$ cat src/rtl/fpsc_pkg.sv
// Behaviour
// - Bit 24 of live register: 0 full IEEE operation, 1 flush denormals to zero.
// - Bits 23:22 decode 00 nearest, 01 plus inf, 10 minus inf, 11 zero.
// - Instructions take rounding from the programmed field, not a fixed mode.
// - Exception flags set on event and stay set until software writes 0; a new context or a 1 written to interrupt status also clears them.
// - Flags: input denormal 7, inexact 4, underflow 3, overflow 2, divzero 1, invalid 0.
// - New floating-point context copies default control values into live register.
// - Default register holds bits 26, 25, 24 and 23:22; other bits reserved.
// - With security extension the default register has Secure and Non-secure copies.
// - Unit leaves reset disabled; instructions unusable until access enabled.
// - Access control register is read and written only in privileged mode.
// - Bit 26: 0 IEEE half precision, 1 alternative half precision.
// - Bit 25: 0 NaNs propagate, 1 operations with NaN return default NaN.
// - Comparisons update condition flags in bits 31:28 of live register.
// - Live register is a single copy shared by both security states.
package fpsc_pkg;

	// ----------------------------------------------------------------
	// Register map
	// ----------------------------------------------------------------
	localparam logic [3:0] ADDR_STATUS_CTRL = 4'h0;
	localparam logic [3:0] ADDR_DEFAULT_S = 4'h1;
	localparam logic [3:0] ADDR_DEFAULT_NS = 4'h2;
	localparam logic [3:0] ADDR_ACCESS_CTRL = 4'h3;
	localparam logic [3:0] ADDR_IRQ_STATUS = 4'h4;
	localparam logic [3:0] ADDR_IRQ_MASK = 4'h5;
	localparam logic [3:0] ADDR_UNIT_STATE = 4'h6;

	// ----------------------------------------------------------------
	// Field positions
	// ----------------------------------------------------------------
	localparam int COND_HI = 31;
	localparam int COND_LO = 28;
	localparam int AHP_BIT = 26;
	localparam int DN_BIT = 25;
	localparam int FZ_BIT = 24;
	localparam int RND_HI = 23;
	localparam int RND_LO = 22;
	localparam int IDC_BIT = 7;
	localparam int FLAGS_HI = 4;
	localparam int CP_HI = 23;
	localparam int CP_LO = 20;

	localparam logic [31:0] LIVE_MASK = 32'hF7C0_009F;
	localparam logic [31:0] DEFAULT_MASK = 32'h07C0_0000;
	localparam logic [31:0] ACCESS_MASK = 32'h00F0_0000;
	localparam logic [31:0] LIVE_RESET = 32'h0000_0000;
	localparam logic [31:0] DEFAULT_RESET = 32'h0000_0000;
	localparam logic [31:0] ACCESS_RESET = 32'h0000_0000;
	localparam logic [3:0] CP_FULL = 4'hF;
	localparam logic [7:0] FLAG_MASK = 8'h9F;

	typedef enum logic [1:0] {
		FPSC_RN = 2'b00,
		FPSC_RP = 2'b01,
		FPSC_RM = 2'b10,
		FPSC_RZ = 2'b11
	} fpsc_round_t;

endpackage

$ cat src/rtl/fpsc_flag_if.sv
`timescale 1ns/1ps
`default_nettype none
interface fpsc_flag_if;
	logic [7:0] raise;
	logic [7:0] clear;
	logic [7:0] flags;
	modport owner(input raise, input clear, output flags);
	modport user(output raise, output clear, input flags);
endinterface
`default_nettype wire

$ cat src/rtl/fpsc_sticky_flags.sv
`timescale 1ns/1ps
`default_nettype none
module fpsc_sticky_flags
	import fpsc_pkg::*;
(
	input wire logic mclk,
	input wire logic resetn,
	fpsc_flag_if.owner fl
);
	logic [7:0] flags_r;
	logic [7:0] flags_nxt;

	// Set wins over clear so an event in the clearing cycle is kept.
	always_comb begin
		flags_nxt = ((flags_r & ~fl.clear) | fl.raise) & FLAG_MASK;
	end

	always_ff @(posedge mclk or negedge resetn) begin
		if (!resetn) begin
			flags_r <= 8'h00;
		end else begin
			flags_r <= flags_nxt;
		end
	end

	assign fl.flags = flags_r;
endmodule
`default_nettype wire

$ cat src/rtl/fpsc_regs.sv
`timescale 1ns/1ps
`default_nettype none
module fpsc_regs
	import fpsc_pkg::*;
#(
	parameter bit HAS_SECURITY = 1'b1
) (
	input wire logic mclk,
	input wire logic resetn,
	input wire logic [3:0] reg_addr,
	input wire logic [31:0] reg_wdata,
	input wire logic reg_write,
	input wire logic reg_read,
	input wire logic reg_priv,
	input wire logic reg_secure,
	output logic [31:0] reg_rdata,
	input wire logic new_context,
	input wire logic context_secure,
	input wire logic cmp_valid,
	input wire logic [3:0] cmp_nzcv,
	input wire logic [7:0] exc_raise,
	output logic fpu_enabled,
	output logic flush_to_zero,
	output logic [1:0] rounding_select,
	output logic alt_half_precision,
	output logic default_nan_mode,
	output logic irq
);
	// ----------------------------------------------------------------
	// Live and default registers
	// ----------------------------------------------------------------
	logic [31:0] live_r, live_nxt;
	logic [31:0] dflt_s_r, dflt_s_nxt;
	logic [31:0] dflt_ns_r, dflt_ns_nxt;
	logic [31:0] access_r, access_nxt;
	logic [7:0] mask_r, mask_nxt;
	logic [31:0] rdata_r, rdata_nxt;
	logic enabled_r, irq_r;
	logic [7:0] flag_clear;
	logic [7:0] flag_set_ev;
	logic wr_live, wr_irq;

	fpsc_flag_if fl ();

	assign wr_live = reg_write && reg_addr == ADDR_STATUS_CTRL;
	assign wr_irq = reg_write && reg_addr == ADDR_IRQ_STATUS;

	// ----------------------------------------------------------------
	// Sticky flag control
	// ----------------------------------------------------------------
	// Writing 0 to a flag clears it; a new context clears all flags.
	// A write of one to the interrupt status clears the same storage,
	// so the two views of the flags can never drift apart.
	always_comb begin
		flag_clear = 8'h00;
		if (new_context) begin
			flag_clear = 8'hFF;
		end else if (wr_live) begin
			flag_clear = ~reg_wdata[7:0];
		end else if (wr_irq) begin
			flag_clear = reg_wdata[7:0];
		end
	end

	// A new context beats a software write, so the write data must not
	// set flags in that cycle; a raised exception still does.
	always_comb begin
		flag_set_ev = exc_raise & FLAG_MASK;
		if (wr_live && !new_context) begin
			flag_set_ev = flag_set_ev | (reg_wdata[7:0] & FLAG_MASK);
		end
	end

	assign fl.raise = flag_set_ev;
	assign fl.clear = flag_clear;

	fpsc_sticky_flags u_flags (
		.mclk(mclk),
		.resetn(resetn),
		.fl(fl)
	);

	// ----------------------------------------------------------------
	// Live register
	// ----------------------------------------------------------------
	// One copy serves both security states. The flag byte lives in the
	// sticky module, so it is held at 0 here and merged only on reads.
	always_comb begin
		live_nxt = live_r;
		if (new_context) begin
			live_nxt = (context_secure ? dflt_s_r : dflt_ns_r) & DEFAULT_MASK;
		end else if (wr_live) begin
			live_nxt = reg_wdata & LIVE_MASK;
		end
		if (cmp_valid) begin
			live_nxt[COND_HI:COND_LO] = cmp_nzcv;
		end
		live_nxt[7:0] = 8'h00;
	end

	// ----------------------------------------------------------------
	// Default control copies
	// ----------------------------------------------------------------
	// Without the security extension only the secure index writes the one copy; both indices read it.
	always_comb begin
		dflt_s_nxt = dflt_s_r;
		dflt_ns_nxt = dflt_ns_r;
		if (reg_write && reg_priv) begin
			if (reg_addr == ADDR_DEFAULT_S && (reg_secure || !HAS_SECURITY)) begin
				dflt_s_nxt = reg_wdata & DEFAULT_MASK;
			end
			if (reg_addr == ADDR_DEFAULT_NS && HAS_SECURITY) begin
				dflt_ns_nxt = reg_wdata & DEFAULT_MASK;
			end
		end
		if (!HAS_SECURITY) begin
			dflt_ns_nxt = dflt_s_nxt;
		end
	end

	// ----------------------------------------------------------------
	// Access control
	// ----------------------------------------------------------------
	// Unprivileged writes to the access control are ignored.
	always_comb begin
		access_nxt = access_r;
		if (reg_write && reg_priv && reg_addr == ADDR_ACCESS_CTRL) begin
			access_nxt = reg_wdata & ACCESS_MASK;
		end
	end

	always_comb begin
		mask_nxt = mask_r;
		if (reg_write && reg_addr == ADDR_IRQ_MASK) begin
			mask_nxt = reg_wdata[7:0] & FLAG_MASK;
		end
	end

	// ----------------------------------------------------------------
	// Read path
	// ----------------------------------------------------------------
	always_comb begin
		rdata_nxt = 32'h0000_0000;
		if (reg_read) begin
			unique case (reg_addr)
				ADDR_STATUS_CTRL: rdata_nxt = live_r | {24'h00_0000, fl.flags};
				ADDR_DEFAULT_S: begin
					if (reg_secure || !HAS_SECURITY) begin
						rdata_nxt = dflt_s_r;
					end
				end
				ADDR_DEFAULT_NS: rdata_nxt = dflt_ns_r;
				ADDR_ACCESS_CTRL: begin
					if (reg_priv) begin
						rdata_nxt = access_r;
					end
				end
				ADDR_IRQ_STATUS: rdata_nxt = {24'h00_0000, fl.flags};
				ADDR_IRQ_MASK: rdata_nxt = {24'h00_0000, mask_r};
				ADDR_UNIT_STATE: rdata_nxt = {31'h0000_0000, enabled_r};
				default: rdata_nxt = 32'h0000_0000;
			endcase
		end
	end

	// ----------------------------------------------------------------
	// Interrupt and registered outputs
	// ----------------------------------------------------------------
	// The interrupt follows the flags one cycle late; bits being cleared
	// through the interrupt status are masked here so the line drops together with the flag.
	logic [7:0] irq_clr;
	assign irq_clr = wr_irq ? reg_wdata[7:0] : 8'h00;

	always_ff @(posedge mclk or negedge resetn) begin
		if (!resetn) begin
			live_r <= LIVE_RESET;
			dflt_s_r <= DEFAULT_RESET;
			dflt_ns_r <= DEFAULT_RESET;
			access_r <= ACCESS_RESET;
			mask_r <= 8'h00;
			rdata_r <= 32'h0000_0000;
			enabled_r <= 1'b0;
			irq_r <= 1'b0;
			flush_to_zero <= 1'b0;
			rounding_select <= FPSC_RN;
			alt_half_precision <= 1'b0;
			default_nan_mode <= 1'b0;
		end else begin
			live_r <= live_nxt;
			dflt_s_r <= dflt_s_nxt;
			dflt_ns_r <= dflt_ns_nxt;
			access_r <= access_nxt;
			mask_r <= mask_nxt;
			rdata_r <= rdata_nxt;
			enabled_r <= access_nxt[CP_HI:CP_LO] == CP_FULL;
			irq_r <= |(fl.flags & mask_r & ~irq_clr);
			flush_to_zero <= live_nxt[FZ_BIT];
			rounding_select <= live_nxt[RND_HI:RND_LO];
			alt_half_precision <= live_nxt[AHP_BIT];
			default_nan_mode <= live_nxt[DN_BIT];
		end
	end

	assign reg_rdata = rdata_r;
	assign fpu_enabled = enabled_r;
	assign irq = irq_r;
endmodule
`default_nettype wire

$ cat config.mk
export PLATFORM = sky130hd
export DESIGN_NAME = fpsc_regs
export DESIGN_NICKNAME = d
export VERILOG_FILES = /design/src/rtl/fpsc_pkg.sv /design/src/rtl/fpsc_flag_if.sv /design/src/rtl/fpsc_sticky_flags.sv /design/src/rtl/fpsc_regs.sv
export SDC_FILE = /design/constraint.sdc
export NUM_CORES = 1
export LEC_CHECK = 0
export BUFFER_PORTS_ARGS = -buffer_cell sky130_fd_sc_hd__buf_2
export CELL_PAD_IN_SITES_DETAIL_PLACEMENT = 0
export CELL_PAD_IN_SITES_GLOBAL_PLACEMENT = 1
export CORE_MARGIN = 2
export CORE_UTILIZATION = 38
export DETAILED_ROUTE_END_ITERATION = 16
export PLACE_DENSITY = 0.78
export REMOVE_ABC_BUFFERS = 1
export SYNTH_ARGS = -nofsm -noshare
export SYNTH_HDL_FRONTEND = slang
export SYNTH_SLANG_ARGS = --single-unit
$ cat constraint.sdc
create_clock -name mclk -period 1.4 [get_ports mclk]
set_input_delay 0.14 -clock mclk [delete_from_list [all_inputs] [get_ports mclk]]
set_output_delay 0.14 -clock mclk [all_outputs]
set_load 0.1 [all_outputs]
==> summary.md <==
| Metric | Value |
|---|---|
| Status | `completed` |
| Max rail drop VDD | `0.5643 mV` |
| R2r endpoint | `irq$_DFF_PN0_` |
| PwrDens | `1135 mW/mm²` |
| Hold Vio Cnt, Final | `0` |
| Critical path data arrival time | `between 1500 and 2000 ps` |
| Final Util | `a little over half` |
| Syn Inst Count | `248` |
| Vias in the first global route | `2161` |
| Distinct cells, synth | `44` |
| Launch point of the worst path | `u_flags.fl.flags[1]$_DFF_PN0_` |
| Vias | `2259` |
| Final setup violation count | `0` |
| N_diodes | `0` |
| Filler cell count in the final layout | `615` |
| PortBufs | `76` |
| Root Driver | `clkbuf_8` |
| Drt pass-1 iters | `4` |
| First-pass GRT wire length | `10660 µm` |
| Row count | `30` |
| CP max FO | `4` |
| WP buf/inv | `0` |
| Seq/Total Area, Yosys | `50.64%` |
| Largest net degree at the start of global routing | `56` |
| Post_cts resized | `0` |
| Non-Filler Instances | `~430` |
| Critical path capture point | `irq$_DFF_PN0_` |
| Drt first-iter violations | `107` |
| Max Freq | `749.9 MHz` |
| Hold path cells | `2` |
| Synth Cell Area | `0.002718 mm²` |
| WL per Instance | `15.53 µm` |
| Final ANT Viol Nets | `0` |
| Top layer reached by signal wires | `met4` |
| Crit. End Element | `register` |
| Clock latency on the worst-skew pair | `310 ps` |
| HPWL after DPL | `approximately 5000 µm` |
| Min Clock Period, post-route | `1333 ps` |
| Clk buf depth | `2` |
| WL met2 | `3166 µm` |
| R2R Setup Slk | `70 ps` |
| Reg2reg start | `u_flags.fl.flags[1]$_DFF_PN0_` |
| Cells after DPL | `419` |
| Total track usage | `17.83%` |
| Htree depth | `2` |
| Total length of routed wires | `6646 µm` |
| Core box area | `0.006869 mm²` |
| WL met1 | `2918 µm` |
| WP data required | `1590 ps` |
| TritonCTS Buffers | `5` |
| Routability cong. | `0.7832` |
| Avg Inst Size Synth | `10.96 µm²` |
| CTS tree | `built` |
| Worst Skew | `between 5 and 6 ps` |
| Post-route DRC violation count | `0` |
| # hold bufs at CTS | `1` |
| Hold WC Path Type | `in2reg` |
| Critical path's top delay family | `flip-flops` |
| Worst R2R Path Depth | `3` |
| Max stage delay on crit path | `420 ps` |
| Area grow syn2layout | `31.95%` |
| CTS clk-pin slew, worst paths | `100 ps` |
| Total power | `4.068 mW` |
| Via density | `5.278` |
| Slew Limit Fails | `0` |
| Unrepaired setup endpoints after global routing | `false` |
| Pleak | `1.675 nW` |
| Critical path's slowest cell | `dfrtp_1` |
| Crit. path cell count | `3` |
| Initial antenna violation count | `0` |
| Crit path kind | `reg2reg` |
| Number of post-CTS setup repair buffers | `0` |
| Yosys reg bits | `55` |
| Fraction of layout cells with a size suffix above 1 | `between 40 and 50%` |
| Max Cap Viol | `0` |
| Remaining global-route overflow | `0` |
| Nets@finish | `approximately 390` |
| Boundary pin count | `96` |
| Initial Util | `39.56%` |
| Clock sinks | `55` |
| CP Cell Sequence | `a22oi_1, a32oi_1, or4_1` |
| Routed met3 length | `~490 µm` |
| Synth warnings | `0` |
| Chip width | `88.57 µm` |
| Die H | `88.57 µm` |
| Die footprint | `around 0.0078 mm²` |
| Final Hold Slack | `14.14 ps` |
| Post-route clock period utilization | `a little over nine tenths` |
| Setup crit start kind | `register` |
[registers in the layout, indices dropped and copies added, names as in the netlist]
name and flops:
fpu_enabled 1, u_flags.fl.flags 6, irq 1, reg_rdata 18, dflt_s_r 5, live_r 8
rounding_select 1, mask_r 6, dflt_ns_r 5, access_r 4
[metal layers]
metal / vias up / global-route usage [%]
li1: 1058 / -
met1: 1103 / 24.26
met2: 88 / 28.23
met3: 10 / 4.851
met4: 0 / 4.959
met5: - / 0
[worst min path at each step]
stage | from | to | slack, ps
after CTS | exc_raise[4] | u_flags.fl.flags[4]$_DFF_PN0_ | 9
final | exc_raise[4] | u_flags.fl.flags[4]$_DFF_PN0_ | 10
after global routing | exc_raise[4] | u_flags.fl.flags[4]$_DFF_PN0_ | 20
after global placement | resetn | u_flags.fl.flags[7]$_DFF_PN0_ | 160
after detailed placement | resetn | u_flags.fl.flags[7]$_DFF_PN0_ | 160
after floorplan | resetn | access_r[20]$_DFF_PN0_ | -160
[cell type report]
cell class                 instances  area (µm²)  area share, %
tap                               96       120.1          3.350
clock inverter                     2       35.03         0.9770
inverter                           2       7.507         0.2094
timing repair buffer             103       805.8          22.47
multi-input combinational        164        1159          32.31
sequential                        55        1376          38.38
clock buffer                       6       82.58          2.303
[Yosys cell counts (all sizes together)]
| cell type | count | share of area, % |
|---|---|---|
| clkbuf | 3 | 0.41 |
| nor4bb | 1 | 0.37 |
| a221o | 6 | 2.2 |
| nor2b | 14 | 3.2 |
| mux2i | 1 | 0.37 |
| conb | 1 | 0.14 |
| dfrtp | 55 | 51 |
| o22ai | 3 | 0.69 |
| nor3b | 3 | 1.4 |
| a31oi | 7 | 1.6 |
| a211o | 1 | 0.32 |
| o21ai | 13 | 2.4 |
| a22oi | 8 | 2.2 |
| nand2b | 2 | 0.46 |
| buf | 26 | 6.3 |
| clkinv | 1 | 0.14 |
| nand3 | 10 | 1.8 |
| a32oi | 4 | 1.3 |
| mux2 | 23 | 9.5 |
| nor4 | 1 | 0.46 |
| nor4b | 1 | 0.55 |
| a21oi | 1 | 0.18 |
| a211oi | 5 | 1.4 |
| nand4 | 5 | 1.2 |
| nor2 | 10 | 1.4 |
| and3 | 6 | 1.4 |
| or3 | 1 | 0.23 |
| or4 | 1 | 0.28 |
| nor3 | 4 | 1.5 |
| nand3b | 1 | 0.28 |
| nand2 | 19 | 2.7 |
| and4 | 2 | 0.64 |
| and3b | 1 | 0.32 |
| inv | 1 | 0.14 |
| and2 | 3 | 0.69 |
| o211ai | 4 | 1.1 |
[stage by stage]
stage          setup slack, ps  instance area [µm²]  setup TNS, ps
2_1_floorplan            -6769                 2542         -88800
3_3_place_gp            -60.99                 3458         -415.2
3_5_place_dp            -107.6                 3458         -967.5
4_1_cts                  36.57                 3586              0
5_1_grt                  1.121                 3586              0
6_report                 66.54                 3586              0
[cell families after synthesis]
kind of cell,share of synthesized area [%]
simple gates,18.92
flops,50.64
compound gates,13.40
buf+inv,6.998
mux,9.899
other cells,0.1380
[cell usage in the layout (no fill, tap or decap), types with 2 or more instances in the layout]
| cell type | count |
|---|---|
| a211oi_1 | 5 |
| a221o_1 | 6 |
| a22oi_1 | 8 |
| a31oi_1 | 7 |
| a32oi_1 | 4 |
| and2_1 | 2 |
| and3_1 | 6 |
| and4_1 | 2 |
| buf_12 | 15 |
| buf_2 | 63 |
| buf_4 | 24 |
| clkbuf_8 | 6 |
| conb_1 | 3 |
| dfrtp_1 | 55 |
| mux2_2 | 23 |
| nand2_1 | 18 |
| nand2b_1 | 2 |
| nand3_1 | 10 |
| nand4_1 | 5 |
| nor2_1 | 10 |
| nor2b_1 | 14 |
| nor3_2 | 2 |
| o211ai_1 | 4 |
| o21ai_0 | 13 |
| o22ai_1 | 3 |
[report_power, final]
part	internal, mW	total [mW]	switching [mW]
Sequential	1.75	1.88	0.129
Combinational	0.388	1.10	0.707
Clock	0.579	1.09	0.512
No activity file was read; power rests on OpenSTA's default activity.
